[src/hw/async_serial_port_pkg.sv]
// Register map, field positions and constants of the serial port
package async_serial_port_pkg;
  // ----------------------------------------
  // Register offsets (byte addresses)
  // ----------------------------------------
  localparam logic [7:0] OFF_CTRL_ONE = 8'h38;
  localparam logic [7:0] OFF_CTRL_TWO = 8'h39;
  localparam logic [7:0] OFF_CTRL_THREE = 8'h3a;
  localparam logic [7:0] OFF_STAT_ONE = 8'h3b;
  localparam logic [7:0] OFF_STAT_TWO = 8'h3c;
  localparam logic [7:0] OFF_DATA = 8'h3d;
  localparam logic [7:0] OFF_BAUD = 8'h3e;
  localparam logic [7:0] OFF_IRQ_STATUS = 8'h40;
  localparam logic [7:0] OFF_IRQ_ENABLE = 8'h41;
  localparam logic [7:0] OFF_IRQ_CLEAR = 8'h42;
  // ----------------------------------------
  // Control one fields
  // ----------------------------------------
  localparam int C1_ENABLE = 6;
  localparam int C1_TX_POLARITY_INVERT = 5;
  localparam int C1_NINE = 4;
  localparam int C1_WAKE = 3;
  localparam int C1_PARON = 1;
  localparam int C1_ODD = 0;
  // ----------------------------------------
  // Control two fields
  // ----------------------------------------
  localparam int C2_TXEN = 3;
  localparam int C2_RXEN = 2;
  localparam int C2_RWU = 1;
  localparam int C2_BREAK = 0;
  // ----------------------------------------
  // Control three fields
  // ----------------------------------------
  localparam int C3_RX9 = 7;
  localparam int C3_TX9 = 6;
  // ----------------------------------------
  // Status one / event bit positions
  // ----------------------------------------
  localparam int EV_TXE = 7;
  localparam int EV_TXDONE = 6;
  localparam int EV_RXFULL = 5;
  localparam int EV_IDLE = 4;
  localparam int EV_OVR = 3;
  localparam int EV_NOISE = 2;
  localparam int EV_FRAME = 1;
  localparam int EV_PARITY = 0;
  // ----------------------------------------
  // Reset values and timing
  // ----------------------------------------
  localparam logic [7:0] RST_CTRL = 8'h00;
  localparam logic [7:0] RST_STAT_ONE = 8'hc0;
  localparam int OVERSAMPLE = 16;
  localparam logic [3:0] SAMPLE_MID = 4'h8;
  typedef enum logic [1:0]
  {
    TX_IDLE = 2'b00,
    TX_SHIFT = 2'b01,
    TX_BREAK = 2'b10
  } tx_state_t;
  typedef enum logic [1:0]
  {
    RX_HUNT = 2'b00,
    RX_START = 2'b01,
    RX_BITS = 2'b10
  } rx_state_t;
endpackage

[src/hw/baud_tick_if.sv]
// Tick bundle from the shared baud generator
`timescale 1ns/1ps
`default_nettype none
interface baud_tick_if;
  logic sampleTick;
  logic [1:0] prescale;
  logic [2:0] divider;
  modport gen (output sampleTick, input prescale, divider);
  modport use_side (input sampleTick, output prescale, divider);
endinterface
`default_nettype wire

[src/hw/async_serial_port.sv]
// Serial port top: wishbone registers, transmitter, receiver
//
// Contract
// - Transmitter and receiver run independently, sharing one baud generator.
// - Line bits are plain NRZ levels.
// - Control-one bit selects eight or nine data bits.
// - Two-bit prescale and three-bit divider give 32 rates.
// - Separate transmit and receive enable bits in control two.
// - Separate receive and transmit interrupt outputs.
// - Control-one polarity bit inverts every transmitted level.
// - Wake by idle line or address mark, chosen by wake bit.
// - Eight event flags, each able to raise an interrupt.
// - Framing and parity errors flagged in status one.
// - Noise flag when sixteenth-bit samples disagree.
// - Receive line sampled at sixteen times the baud rate.
// - Start bit zero before LSB, stop bit one at end.
// - Transmit line idles at one, or at zero when the polarity bit is set.
// - Ninth bit carried in tx and rx ninth-bit fields.
//
// Implementation choice: register access over Wishbone.
`timescale 1ns/1ps
`default_nettype none
module async_serial_port
  import async_serial_port_pkg::*;
#(
  parameter int BASE_DIV = 4
)(
  // Clock and reset
  input wire logic core_clk,
  input wire logic srst,
  // Wishbone slave
  input wire logic wb_cyc_i,
  input wire logic wb_stb_i,
  input wire logic wb_we_i,
  input wire logic [7:0] wb_adr_i,
  input wire logic [3:0] wb_sel_i,
  input wire logic [31:0] wb_dat_i,
  output logic [31:0] wb_dat_o,
  output logic wb_ack_o,
  output logic wb_err_o,
  // Serial lines
  input wire logic rxLine,
  output logic txLine,
  // Interrupts
  output logic irq,
  output logic rxIrq,
  output logic txIrq
);
  import async_serial_port_pkg::*;

  // ----------------------------------------
  // Register bus
  // ----------------------------------------
  logic [7:0] ctrl1_q, ctrl2_q, baud_q, irqEn_q;
  logic [3:0] ctrl3Lo_q;
  logic tx9_q, rx9_q;
  logic [7:0] stat1_q, status_q;
  logic [7:0] rxData_q, txBuf_q;
  logic [1:0] stat2_q;
  logic txBuf9_q, ack_q;
  logic [7:0] rdData;
  logic req, wr, rd, lane0, mapped;

  // One answer per request: neither ack nor err may repeat
  assign req = wb_cyc_i && wb_stb_i && !ack_q && !wb_err_o;
  assign lane0 = wb_sel_i[0];
  assign wr = req && wb_we_i && lane0 && mapped;
  assign rd = req && !wb_we_i && mapped;

  // Address decode and read mux
  always_comb
  begin
    mapped = 1'b1;
    rdData = 8'h00;
    case (wb_adr_i)
      OFF_CTRL_ONE: rdData = ctrl1_q;
      OFF_CTRL_TWO: rdData = ctrl2_q;
      OFF_CTRL_THREE: rdData = {rx9_q, tx9_q, 2'b00, ctrl3Lo_q};
      OFF_STAT_ONE: rdData = stat1_q;
      OFF_STAT_TWO: rdData = {6'h00, stat2_q};
      OFF_DATA: rdData = rxData_q;
      OFF_BAUD: rdData = {2'b00, baud_q[5:4], 1'b0, baud_q[2:0]};
      OFF_IRQ_STATUS: rdData = status_q;
      OFF_IRQ_ENABLE: rdData = irqEn_q;
      OFF_IRQ_CLEAR: rdData = 8'h00;
      default: mapped = 1'b0;
    endcase
  end

  // One-cycle ack, err for unmapped addresses
  always_ff @(posedge core_clk)
  begin
    if (srst)
    begin
      ack_q <= 1'b0;
      wb_err_o <= 1'b0;
      wb_dat_o <= 32'h0000_0000;
    end
    else
    begin
      ack_q <= req && mapped;
      wb_err_o <= req && !mapped;
      wb_dat_o <= {24'h00_0000, rdData};
    end
  end
  assign wb_ack_o = ack_q;

  // Control registers
  always_ff @(posedge core_clk)
  begin
    if (srst)
    begin
      ctrl1_q <= RST_CTRL;
      ctrl2_q <= RST_CTRL;
      baud_q <= RST_CTRL;
      irqEn_q <= RST_CTRL;
      ctrl3Lo_q <= RST_CTRL[3:0];
    end
    else if (wr)
    begin
      case (wb_adr_i)
        OFF_CTRL_ONE: ctrl1_q <= wb_dat_i[7:0];
        OFF_CTRL_TWO: ctrl2_q <= wb_dat_i[7:0];
        OFF_CTRL_THREE: ctrl3Lo_q <= wb_dat_i[3:0];
        OFF_BAUD: baud_q <= {2'b00, wb_dat_i[5:4], 1'b0, wb_dat_i[2:0]};
        OFF_IRQ_ENABLE: irqEn_q <= wb_dat_i[7:0];
        default: ;
      endcase
    end
  end

  // ----------------------------------------
  // Baud generator
  // ----------------------------------------
  baud_tick_if tick();
  assign tick.prescale = baud_q[5:4];
  assign tick.divider = baud_q[2:0];
  baud_tick_gen #(.BASE_DIV(BASE_DIV)) u_baud (
    .core_clk(core_clk),
    .srst(srst),
    .tick(tick)
  );
  logic enable, nine;
  assign enable = ctrl1_q[C1_ENABLE];
  assign nine = ctrl1_q[C1_NINE];

  // ----------------------------------------
  // Transmitter
  // ----------------------------------------
  tx_state_t txState_q;
  logic [11:0] txShift_q;
  logic [3:0] txBits_q, txPhase_q;
  logic txFull_q, txOut_q, txLoad, txBit;
  logic txParity;
  assign txLoad = wr && (wb_adr_i == OFF_DATA);
  assign txParity = ^{txBuf9_q & nine, txBuf_q} ^ ctrl1_q[C1_ODD];

  // Transmit buffer, one character deep
  always_ff @(posedge core_clk)
  begin
    if (srst)
    begin
      txBuf_q <= 8'h00;
      txBuf9_q <= 1'b0;
    end
    else if (txLoad)
    begin
      txBuf_q <= wb_dat_i[7:0];
      txBuf9_q <= tx9_q;
    end
  end
  always_ff @(posedge core_clk)
  begin
    if (srst)
      tx9_q <= 1'b0;
    else if (wr && wb_adr_i == OFF_CTRL_THREE)
      tx9_q <= wb_dat_i[C3_TX9];
  end

  // transmit enable; framing; plain NRZ shifting
  always_ff @(posedge core_clk)
  begin
    if (srst)
    begin
      txState_q <= TX_IDLE;
      txShift_q <= 12'hfff;
      txBits_q <= 4'h0;
      txPhase_q <= 4'h0;
      txFull_q <= 1'b0;
      txOut_q <= 1'b1;
    end
    else
    begin
      if (txLoad)
        txFull_q <= 1'b1;
      if (tick.sampleTick)
      begin
        txPhase_q <= txPhase_q + 4'h1;
        if (txPhase_q == 4'hf)
        begin
          case (txState_q)
            TX_IDLE:
            begin
              txOut_q <= 1'b1;
              if (enable && ctrl2_q[C2_TXEN] && ctrl2_q[C2_BREAK])
              begin
                txState_q <= TX_BREAK;
                txBits_q <= nine ? 4'd10 : 4'd9;
                txOut_q <= 1'b0;
              end
              else if (enable && ctrl2_q[C2_TXEN] && txFull_q && !txLoad)
              begin
                txState_q <= TX_SHIFT;
                txFull_q <= 1'b0;
                txOut_q <= 1'b0;
                txBits_q <= 4'd9 + 4'(nine) + 4'(ctrl1_q[C1_PARON]);
                txShift_q <= ctrl1_q[C1_PARON] ?
                  (nine ? {1'b1, txParity, txBuf9_q, txBuf_q, 1'b1}
                        : {2'b11, txParity, txBuf_q, 1'b1}) :
                  (nine ? {2'b11, txBuf9_q, txBuf_q, 1'b1}
                        : {3'b111, txBuf_q, 1'b1});
              end
            end
            TX_SHIFT:
            begin
              txShift_q <= {1'b1, txShift_q[11:1]};
              txOut_q <= txShift_q[1];
              txBits_q <= txBits_q - 4'h1;
              if (txBits_q == 4'h0)
              begin
                txState_q <= TX_IDLE;
                txOut_q <= 1'b1;
              end
            end
            TX_BREAK:
            begin
              txBits_q <= txBits_q - 4'h1;
              if (txBits_q == 4'h0)
              begin
                txState_q <= TX_IDLE;
                txOut_q <= 1'b1;
              end
            end
            default: txState_q <= TX_IDLE;
          endcase
        end
      end
    end
  end
  assign txBit = txOut_q;
  assign txLine = txBit ^ ctrl1_q[C1_TX_POLARITY_INVERT];

  // ----------------------------------------
  // Receiver
  // ----------------------------------------
  rx_state_t rxState_q;
  logic [3:0] rtCount_q, rxBits_q, idleCnt_q;
  logic [2:0] votes_q;
  logic [10:0] rxShift_q;
  logic rxDone, vote, disagree, rxOn, wakeAsleep_q;
  logic rxNoise_q, frameErr, parErr, rxNine, isBreak;
  assign rxOn = enable && ctrl2_q[C2_RXEN];
  assign vote = (votes_q[0] & votes_q[1]) | (votes_q[1] & votes_q[2]) |
                (votes_q[0] & votes_q[2]);
  assign disagree = (votes_q != 3'b000) && (votes_q != 3'b111);

  // sixteen samples per bit; receive enable
  always_ff @(posedge core_clk)
  begin
    if (srst)
    begin
      rxState_q <= RX_HUNT;
      rtCount_q <= 4'h0;
      rxBits_q <= 4'h0;
      votes_q <= 3'b111;
      rxShift_q <= 11'h000;
      rxNoise_q <= 1'b0;
      idleCnt_q <= 4'h0;
    end
    else if (!rxOn)
      rxState_q <= RX_HUNT;
    else if (tick.sampleTick)
    begin
      rtCount_q <= rtCount_q + 4'h1;
      // Majority of three samples around mid bit
      if (rtCount_q >= SAMPLE_MID - 4'h1 && rtCount_q <= SAMPLE_MID + 4'h1)
        votes_q <= {votes_q[1:0], rxLine};
      case (rxState_q)
        RX_HUNT:
        begin
          rtCount_q <= 4'h0;
          idleCnt_q <= rxLine ? idleCnt_q + 4'(idleCnt_q != 4'hf) : 4'h0;
          if (!rxLine)
            rxState_q <= RX_START;
        end
        RX_START:
          if (rtCount_q == 4'hf)
          begin
            rxNoise_q <= disagree;
            rxBits_q <= 4'd8 + 4'(nine) + 4'(ctrl1_q[C1_PARON]);
            rxState_q <= vote ? RX_HUNT : RX_BITS;
          end
        RX_BITS:
          if (rtCount_q == 4'hf)
          begin
            rxNoise_q <= rxNoise_q | disagree;
            rxShift_q <= {vote, rxShift_q[10:1]};
            rxBits_q <= rxBits_q - 4'h1;
            if (rxBits_q == 4'h0)
              rxState_q <= RX_HUNT;
          end
        default: rxState_q <= RX_HUNT;
      endcase
    end
  end
  assign rxDone = tick.sampleTick && rxState_q == RX_BITS &&
                  rtCount_q == 4'hf && rxBits_q == 4'h0;

  // Align received bits: stop bit is the last vote
  logic [9:0] rxWord;
  always_comb
  begin
    rxWord = rxShift_q[10:1];
    case ({nine, ctrl1_q[C1_PARON]})
      2'b00: rxWord = {2'b00, rxShift_q[10:3]};
      2'b01, 2'b10: rxWord = {1'b0, rxShift_q[10:2]};
      default: rxWord = rxShift_q[10:1];
    endcase
  end
  assign frameErr = !vote;
  assign parErr = ctrl1_q[C1_PARON] &&
    (^(nine ? rxWord[9:0] : {1'b0, rxWord[8:0]}) != ctrl1_q[C1_ODD]);
  assign rxNine = nine ? rxWord[8] : rxWord[7];
  assign isBreak = frameErr && rxWord == 10'h000;

  // wake by address mark or idle line
  always_ff @(posedge core_clk)
  begin
    if (srst)
      wakeAsleep_q <= 1'b0;
    else if (wr && wb_adr_i == OFF_CTRL_TWO)
      wakeAsleep_q <= wb_dat_i[C2_RWU];
    else if (ctrl1_q[C1_WAKE] && rxDone && rxNine)
      wakeAsleep_q <= 1'b0;
    else if (!ctrl1_q[C1_WAKE] && idleCnt_q == 4'hf)
      wakeAsleep_q <= 1'b0;
  end

  // Receive buffer and ninth bit
  always_ff @(posedge core_clk)
  begin
    if (srst)
    begin
      rxData_q <= 8'h00;
      rx9_q <= 1'b0;
      stat2_q <= 2'b00;
    end
    else
    begin
      stat2_q[0] <= rxState_q != RX_HUNT;
      if (rxDone && !wakeAsleep_q)
      begin
        rxData_q <= rxWord[7:0];
        rx9_q <= rxNine;
        stat2_q[1] <= isBreak;
      end
    end
  end

  // ----------------------------------------
  // Status and interrupts
  // ----------------------------------------
  logic [7:0] events, clearMask;
  logic rdData1;
  assign rdData1 = rd && wb_adr_i == OFF_DATA;
  always_comb
  begin
    events = 8'h00;
    events[EV_TXE] = tick.sampleTick && txState_q == TX_IDLE &&
                     txFull_q && txPhase_q == 4'hf;
    events[EV_TXDONE] = tick.sampleTick && txState_q != TX_IDLE &&
                        txBits_q == 4'h0 && txPhase_q == 4'hf;
    events[EV_IDLE] = rxOn && idleCnt_q == 4'he && tick.sampleTick;
    if (rxDone && !wakeAsleep_q)
    begin
      events[EV_RXFULL] = 1'b1;
      events[EV_OVR] = stat1_q[EV_RXFULL] && !rdData1;
      events[EV_NOISE] = rxNoise_q | disagree;
      events[EV_FRAME] = frameErr;
      events[EV_PARITY] = parErr;
    end
  end
  assign clearMask = (wr && wb_adr_i == OFF_IRQ_CLEAR) ? wb_dat_i[7:0]
                                                       : 8'h00;

  // live flags: set wins over clear
  always_ff @(posedge core_clk)
  begin
    if (srst)
      stat1_q <= RST_STAT_ONE;
    else
    begin
      stat1_q[EV_TXE] <= (stat1_q[EV_TXE] && !txLoad) || events[EV_TXE];
      stat1_q[EV_TXDONE] <= (stat1_q[EV_TXDONE] && !txLoad) ||
                            events[EV_TXDONE];
      stat1_q[5:0] <= (stat1_q[5:0] & ~{6{rdData1}}) | events[5:0];
    end
  end

  // Sticky copy with write-one-to-clear, set wins
  always_ff @(posedge core_clk)
  begin
    if (srst)
      status_q <= 8'h00;
    else
      status_q <= (status_q & ~clearMask) | events;
  end

  assign txIrq = |(status_q[7:6] & irqEn_q[7:6]);
  assign rxIrq = |(status_q[5:0] & irqEn_q[5:0]);
  assign irq = txIrq | rxIrq;
endmodule
`default_nettype wire

[src/hw/baud_tick_gen.sv]
// Baud generator: 16x sample tick from prescaler and divider
`timescale 1ns/1ps
`default_nettype none
module baud_tick_gen #(
  parameter int BASE_DIV = 4
)(
  // Clock and reset
  input wire logic core_clk,
  input wire logic srst,
  // Tick bundle
  baud_tick_if.gen tick
);
  // Elaboration check: the divider needs a positive base
  if (BASE_DIV < 1 || BASE_DIV > 255)
  begin : g_bad_base_div
    $error("BASE_DIV out of range");
  end

  // Prescale 1,3,4,13 then divide by 2**divider
  function automatic logic [31:0] period(input logic [1:0] p,
                                         input logic [2:0] d);
    logic [31:0] pre;
    pre = 32'd1;
    case (p)
      2'd0: pre = 32'd1;
      2'd1: pre = 32'd3;
      2'd2: pre = 32'd4;
      2'd3: pre = 32'd13;
      default: pre = 32'd1;
    endcase
    period = (pre * 32'(BASE_DIV)) << d;
  endfunction

  logic [31:0] count_q;

  // Free running divider, reloads on wrap
  always_ff @(posedge core_clk)
  begin
    if (srst)
      count_q <= 32'd0;
    else if (count_q + 32'd1 >= period(tick.prescale, tick.divider))
      count_q <= 32'd0;
    else
      count_q <= count_q + 32'd1;
  end

  assign tick.sampleTick = (count_q == 32'd0);
endmodule
`default_nettype wire

[config.mk]
export PLATFORM = sky130hd
export DESIGN_NAME = async_serial_port
export DESIGN_NICKNAME = d
export VERILOG_FILES = /design/src/hw/async_serial_port_pkg.sv /design/src/hw/baud_tick_if.sv /design/src/hw/async_serial_port.sv /design/src/hw/baud_tick_gen.sv
export SDC_FILE = /design/constraint.sdc
export NUM_CORES = 1
export LEC_CHECK = 0
export ABC_AREA = 1
export ABC_CLOCK_PERIOD_IN_PS = 5700
export BUFFER_PORTS_ARGS = -buffer_cell sky130_fd_sc_hd__buf_2
export CAP_MARGIN = 20
export CELL_PAD_IN_SITES_DETAIL_PLACEMENT = 1
export CELL_PAD_IN_SITES_GLOBAL_PLACEMENT = 1
export CORE_MARGIN = 5
export CORE_UTILIZATION = 40
export CTS_CLUSTER_SIZE = 16
export DETAILED_ROUTE_END_ITERATION = 6
export PLACE_DENSITY_LB_ADDON = 0.15
export SLEW_MARGIN = 10
export SYNTH_ARGS = -nofsm -noshare
export SYNTH_HDL_FRONTEND = slang
export SYNTH_SLANG_ARGS = --single-unit
[constraint.sdc]
create_clock -name core_clk -period 5.7 [get_ports core_clk]
set_clock_uncertainty 0.15 [all_clocks]
set_input_delay 0.57 -clock core_clk [delete_from_list [all_inputs] [get_ports core_clk]]
set_output_delay 0.57 -clock core_clk [all_outputs]
set_load 0.005 [all_outputs]
# Yosys cells after proc, flatten, opt, wreduce, memory -nomap -nowiden
# Cells that the tools add are included.
# op_classes
shift	1
mux	52
n_bitwise	19
n_reduce_logical	93
order_cmp	3
eq_ne	35
add_sub_neg	10
# ops
cell	n
$pmux 30 s4	1
$pmux 8 s9	1
$eq 8x6->1 const B	7
$logic_and 1x1->1	42
$add 32x1->32 const B	1
$ge 32x32->1	1
$logic_not 32->1	1
$shl 32x3->32	1
$mux 30	1
$mux 4	7
$eq 8x7->1 const B	3
$mux 12	2
$pmux 12 s2	1
$mux 11	2
$mux 10	2
$pmux 10 s2	1
$mux 1	18
$mux 2	9
$eq 4x4->1 const B	4
$pmux 4 s2	2
$reduce_and 4->1	4
$reduce_and 5->1	3
$ne 2x2->1 const B	7
$add 4x1->4	3
other kinds (41)	89
# word_totals
output_inout_bits	38
word_cells	246
input_bits	50
register_bits	190

# Depth between registers and ports, before layout
# depth
ltp_word	14
depth_mapped	20
depth_no_buf	19

# Cells and area by module
# Synthesis repeated with hierarchy kept, for this count alone.
# hier_totals
cells_unflattened	1384
hier_area_um2	9271.4
# by_module_without_submodules
module	n_inst	seq_area_each_um2	area_per_inst_um2	cells_each
async_serial_port	1	2622.5	6896.6	1016
baud_tick_gen	1	640.6	2374.8	368

# Least setup slack after synthesis
# Ideal clock, no wire load.
# synth_timing
path_kind	register -> register
startpoint	reg u_baud.count_q[0]
endpoint	reg u_baud.count_q[11]
path_stages_with_launch	19
n_path_buf	1
setup_time_ns	0.062
required_time_ns	5.488
t_arrival_ns	2.542
setup_slack_ns	2.945
synth_period_minus_slack_ns	2.755
path_cell_list	dfxtp_1 ha_1 nand2_2 nor2_2 nand2_2 nor2_2 xor2_1 inv_1 ha_1 nand2_1 nor2_1 nor3_1 nand2_1 a21oi_1 nand4_1 nor2_1 nand2_2 buf_6 nor2_2
# synth_between
elab_chain_len	3
# synth_lines
item	line_no	rtl
from (decl)	baud_tick_gen.sv:34	logic [31:0] count_q;
from (signal assigned)	baud_tick_gen.sv:44	count_q <= count_q + 32'd1;
$add 32x1->32 (*)	baud_tick_gen.sv:41, baud_tick_gen.sv:44	
$ge 32x32->1	baud_tick_gen.sv:41	else if (count_q + 32'd1 >= period(tick.prescale, tick.divider))
$reduce_or 2->1 (no line)	--	
# Mark *: on every way between the ends. The rest lies on a longest branch, timed or not.
# A chain may end at the register's enable or synchronous reset.

# Final worst setup path
# layout_timing
startpoint	reg u_baud.count_q[4]
endpoint	reg u_baud.count_q[10]
# Same word-level chain as after synthesis.

==> summary.txt <==
Worst hold path
  • Hold path depth: 3
  • Hold path start: wb_dat_i[3]
  • Hold Crit Class: input pin to flip-flop
  • Hold path endpoint: irqEn_q[3]

Power
  • Part of the power in the clock network: 0.509
  • Max rail drop VDD: 177 uV
  • Leakage: 4.29 nW
  • Sequential power share: 0.458
  • Net switching power: 0.567 mW
  • Internal Power: 1.96 mW
  • Power Dens Cells: around 250 nW/um^2
  • Logic pwr share: 0.033
  • Switch share: 0.225

Critical path
  • Critical path class: flip-flop to flip-flop
  • R2R depth: 17
  • Critical Path RT: 5.91 ns
  • Worst r2r src: u_baud.count_q[4]
  • Crit. End Element: flip-flop
  • Reg2reg setup slack: approximately 2.1 ns
  • WP data arrival: roughly 3.8 ns
  • Worst r2r dst: u_baud.count_q[10]
  • Startpoint Class: flip-flop
  • Crit Path Max Fanout: 13

Clock network
  • # Post-CTS Setup Buffers: 0
  • Num CTS Buffers: 17
  • CTS Root Cell: clkbuf_16
  • TritonCTS clock tree: built
  • CTS resizes: 0
  • Clk_lat worst skew: 0.44 ns
  • Clock sinks: about 160
  • Hold buffers post-CTS: 0
  • Max Root-Sink Buffers: 2
  • Worst-path clk slew: ~0.06 ns
  • H-tree depth: 4

Synth
  • Yosys warns: 0
  • Syn avg cell area: 6.88 sq um
  • Share of the synthesized area in the top cell type: 0.359
  • Main flop type after synthesis: dfxtp_1
  • Count of different cell masters after synthesis: 52
  • Mapped Cells: 1319
  • Ys async rst share: 0
  • Top cells by area, synth: dfxtp_1 (36%), nand2_1 (11%), inv_1 (7.4%), nor2_1 (6.6%), a21oi_1 (5.0%)
  • Post-Syn Area: about 9100 sq um
  • EDFF count, synth: 0
  • Synthesized flop and latch total: 163
  • Largest area contributor in the netlist: dfxtp_1
  • Seq/Total Area, Yosys: 0.359

STA
  • Setup TNS: 0 ns
  • Final setup violation count: 0
  • Final Hold Viols: 0
  • RSZ-0062 raised after global routing: no
  • Tmin final: approximately 3.6 ns
  • Worst slew pin tran: 1.01 ns
  • Fin. max-slew vios: 0
  • Fin crit share: 0.632
  • Fmax: 277 MHz
  • Max-Slew Margin vs Limit: 0.323

Floorplanning
  • CORE AREA: 22500 sq um
  • Initial Util: 0.403
  • Row cnt: 55
  • Top Ports: just under 90
  • Die height: 161 um
  • Die ar.: 25800 sq um
  • Die Wd: about 160 um

Routing
  • DRT iter0 DRCs: 500
  • Routed wl met3: around 1200 um
  • Drt first pass iters: 7
  • Via/cell ratio: 5.17
  • DR DRC count: 0
  • Final WL: around 28000 um
  • Uppermost layer routed: met4
  • DR vias: between 8k and 9k
  • WL per Instance: between 15 and 20 um
  • Met2 routed WL: roughly 12000 um
  • Metal-1 WL: 13800 um
  • Final antenna-violating net count: 0

GRT
  • Vias in the first global route: 8416
  • GRT Util Overall: 0.214
  • Overflow after GRT: 0
  • Number of antenna violations at the first check in global routing: 0
  • Largest net degree at the start of global routing: 64
  • First-pass GRT wire length: 44500 um

Placed design
  • Post-DP HPWL: 20700 um
  • DP Area: ~9500 sq um
  • Placed insts: 1633
  • RD Place Congestion: 0.862
  • Port bufs: 36

Final layout
  • Non-filler cells, final: between 1.5k and 2k
  • Commonest non-fill, non-tap cell in the layout: nand2_1
  • Final Instance Area: 10100 sq um
  • Most frequent cells in the layout: nand2_1 (271), inv_1 (179), dfxtp_1 (163), nor2_1 (160), a21oi_1 (91)
  • Fillers: 2940
  • N_diodes: 0
  • Syn-to-layout area delta: 11.6%
  • Layout Nets: 1448
  • Layout cells sized above 1: 0.0870

Outcome
  • Outcome: finished, final reports clean

Job
  • Max cap viols: 0
## cell type report
cell class                      instances  area [sq um]  share of cell area
Inverter                              185           696              0.0687
Timing Repair Buffer                   38           195              0.0193
Tap cell                              285           357              0.0352
Multi-Input combinational cell        962          4970               0.490
Sequential cell                       163          3260               0.322
Clock inverter                         12           204              0.0201
Clock buffer                           20           447              0.0441
## flip-flops by register name, indices dropped and copies added, names as in the netlist, 3 cells and up
name / count
ctrl3Lo_q: 4
status_q: 8
rxData_q: 8
votes_q: 3
u_baud.count_q: 32
ctrl2_q: 8
rxBits_q: 4
rxShift_q: 10
irqEn_q: 8
txBuf_q: 8
ctrl1_q: 8
txShift_q: 10
stat1_q: 8
txBits_q: 4
rtCount_q: 4
txPhase_q: 4
baud_q: 5
idleCnt_q: 4
wb_dat_o: 8
## metrics by stage
| step | setup WS [ns] | util | hold WS (ns) | total power [mW] |
|---|---|---|---|---|
| 2_1_floorplan | 2.95 | - | 0.270 | 1.24 |
| 3_3_place_gp | 2.16 | 0.421 | 0.297 | 1.26 |
| 3_5_place_dp | 2.10 | 0.421 | 0.308 | 1.27 |
| 4_1_cts | 2.07 | 0.450 | 0.276 | 2.55 |
| 5_1_grt | 1.69 | 0.450 | 0.315 | 2.61 |
| 6_report | 2.09 | 0.450 | 0.291 | 2.53 |
## critical path: stages, from the launching register on
cell	delay (ns)
dfxtp_1	0.40
nand2_1	0.16
nor2_1	0.35
nand2_1	0.22
nor2_1	0.27
inv_1	0.07
o21ai_0	0.27
inv_1	0.09
ha_1	0.32
nand2_1	0.09
nor2_1	0.05
nor3_1	0.14
nand2_1	0.14
a21oi_1	0.15
nand4_1	0.09
nor2_1	0.13
nand2_2	0.27
nor2_2	0.16
## power by group through the flow
stage | registers, mW | logic [mW] | clock network [mW]
after floorplan | 1.18 | 0.0604 | 0
after global placement | 1.18 | 0.0819 | 0
after detailed placement | 1.18 | 0.0826 | 0
after CTS | 1.16 | 0.0828 | 1.31
after global routing | 1.16 | 0.0934 | 1.36
final | 1.16 | 0.0835 | 1.28
## per-layer routing
| layer | up-vias | track usage |
|---|---|---|
| met3 | 26 | 0.0382 |
| met5 | - | 0 |
| met4 | 0 | 0.0501 |
| met1 | 4078 | 0.309 |
| met2 | 157 | 0.332 |
| li1 | 4342 | - |
## synthesized netlist by cell type (all sizes together), types with 8 or more instances
| master | count |
|---|---|
| mux2i | 8 |
| nor3b | 8 |
| a211oi | 11 |
| buf | 32 |
| a21oi | 91 |
| nand3 | 73 |
| nand4 | 27 |
| clkbuf | 19 |
| o22ai | 16 |
| o21ai | 86 |
| ha | 31 |
| dfxtp | 163 |
| nor3 | 26 |
| xor2 | 18 |
| nand2 | 278 |
| nor2 | 184 |
| o211ai | 12 |
| inv | 181 |
## how the worst max path moves through the flow
stage                                 start                  to  slack (ns)
after floorplan           u_baud.count_q[0]  u_baud.count_q[11]        2.95
after global placement    u_baud.count_q[4]   u_baud.count_q[1]        2.16
after detailed placement  u_baud.count_q[5]   u_baud.count_q[1]        2.10
after CTS                 u_baud.count_q[4]   u_baud.count_q[2]        2.07
after global routing      u_baud.count_q[4]   u_baud.count_q[2]        1.69
final                     u_baud.count_q[4]  u_baud.count_q[10]        2.09
## logic make-up after synthesis
logic type,after synthesis,share of synthesized area
simple gates,612,0.303
mux,8,0.00882
fa+ha+maj,31,0.0427
compound gates,243,0.151
xor+xnor,25,0.0241
buf+inv,236,0.111
other cells,1,0.000413
flops,163,0.359
Power figures use the tool's default switching activity.
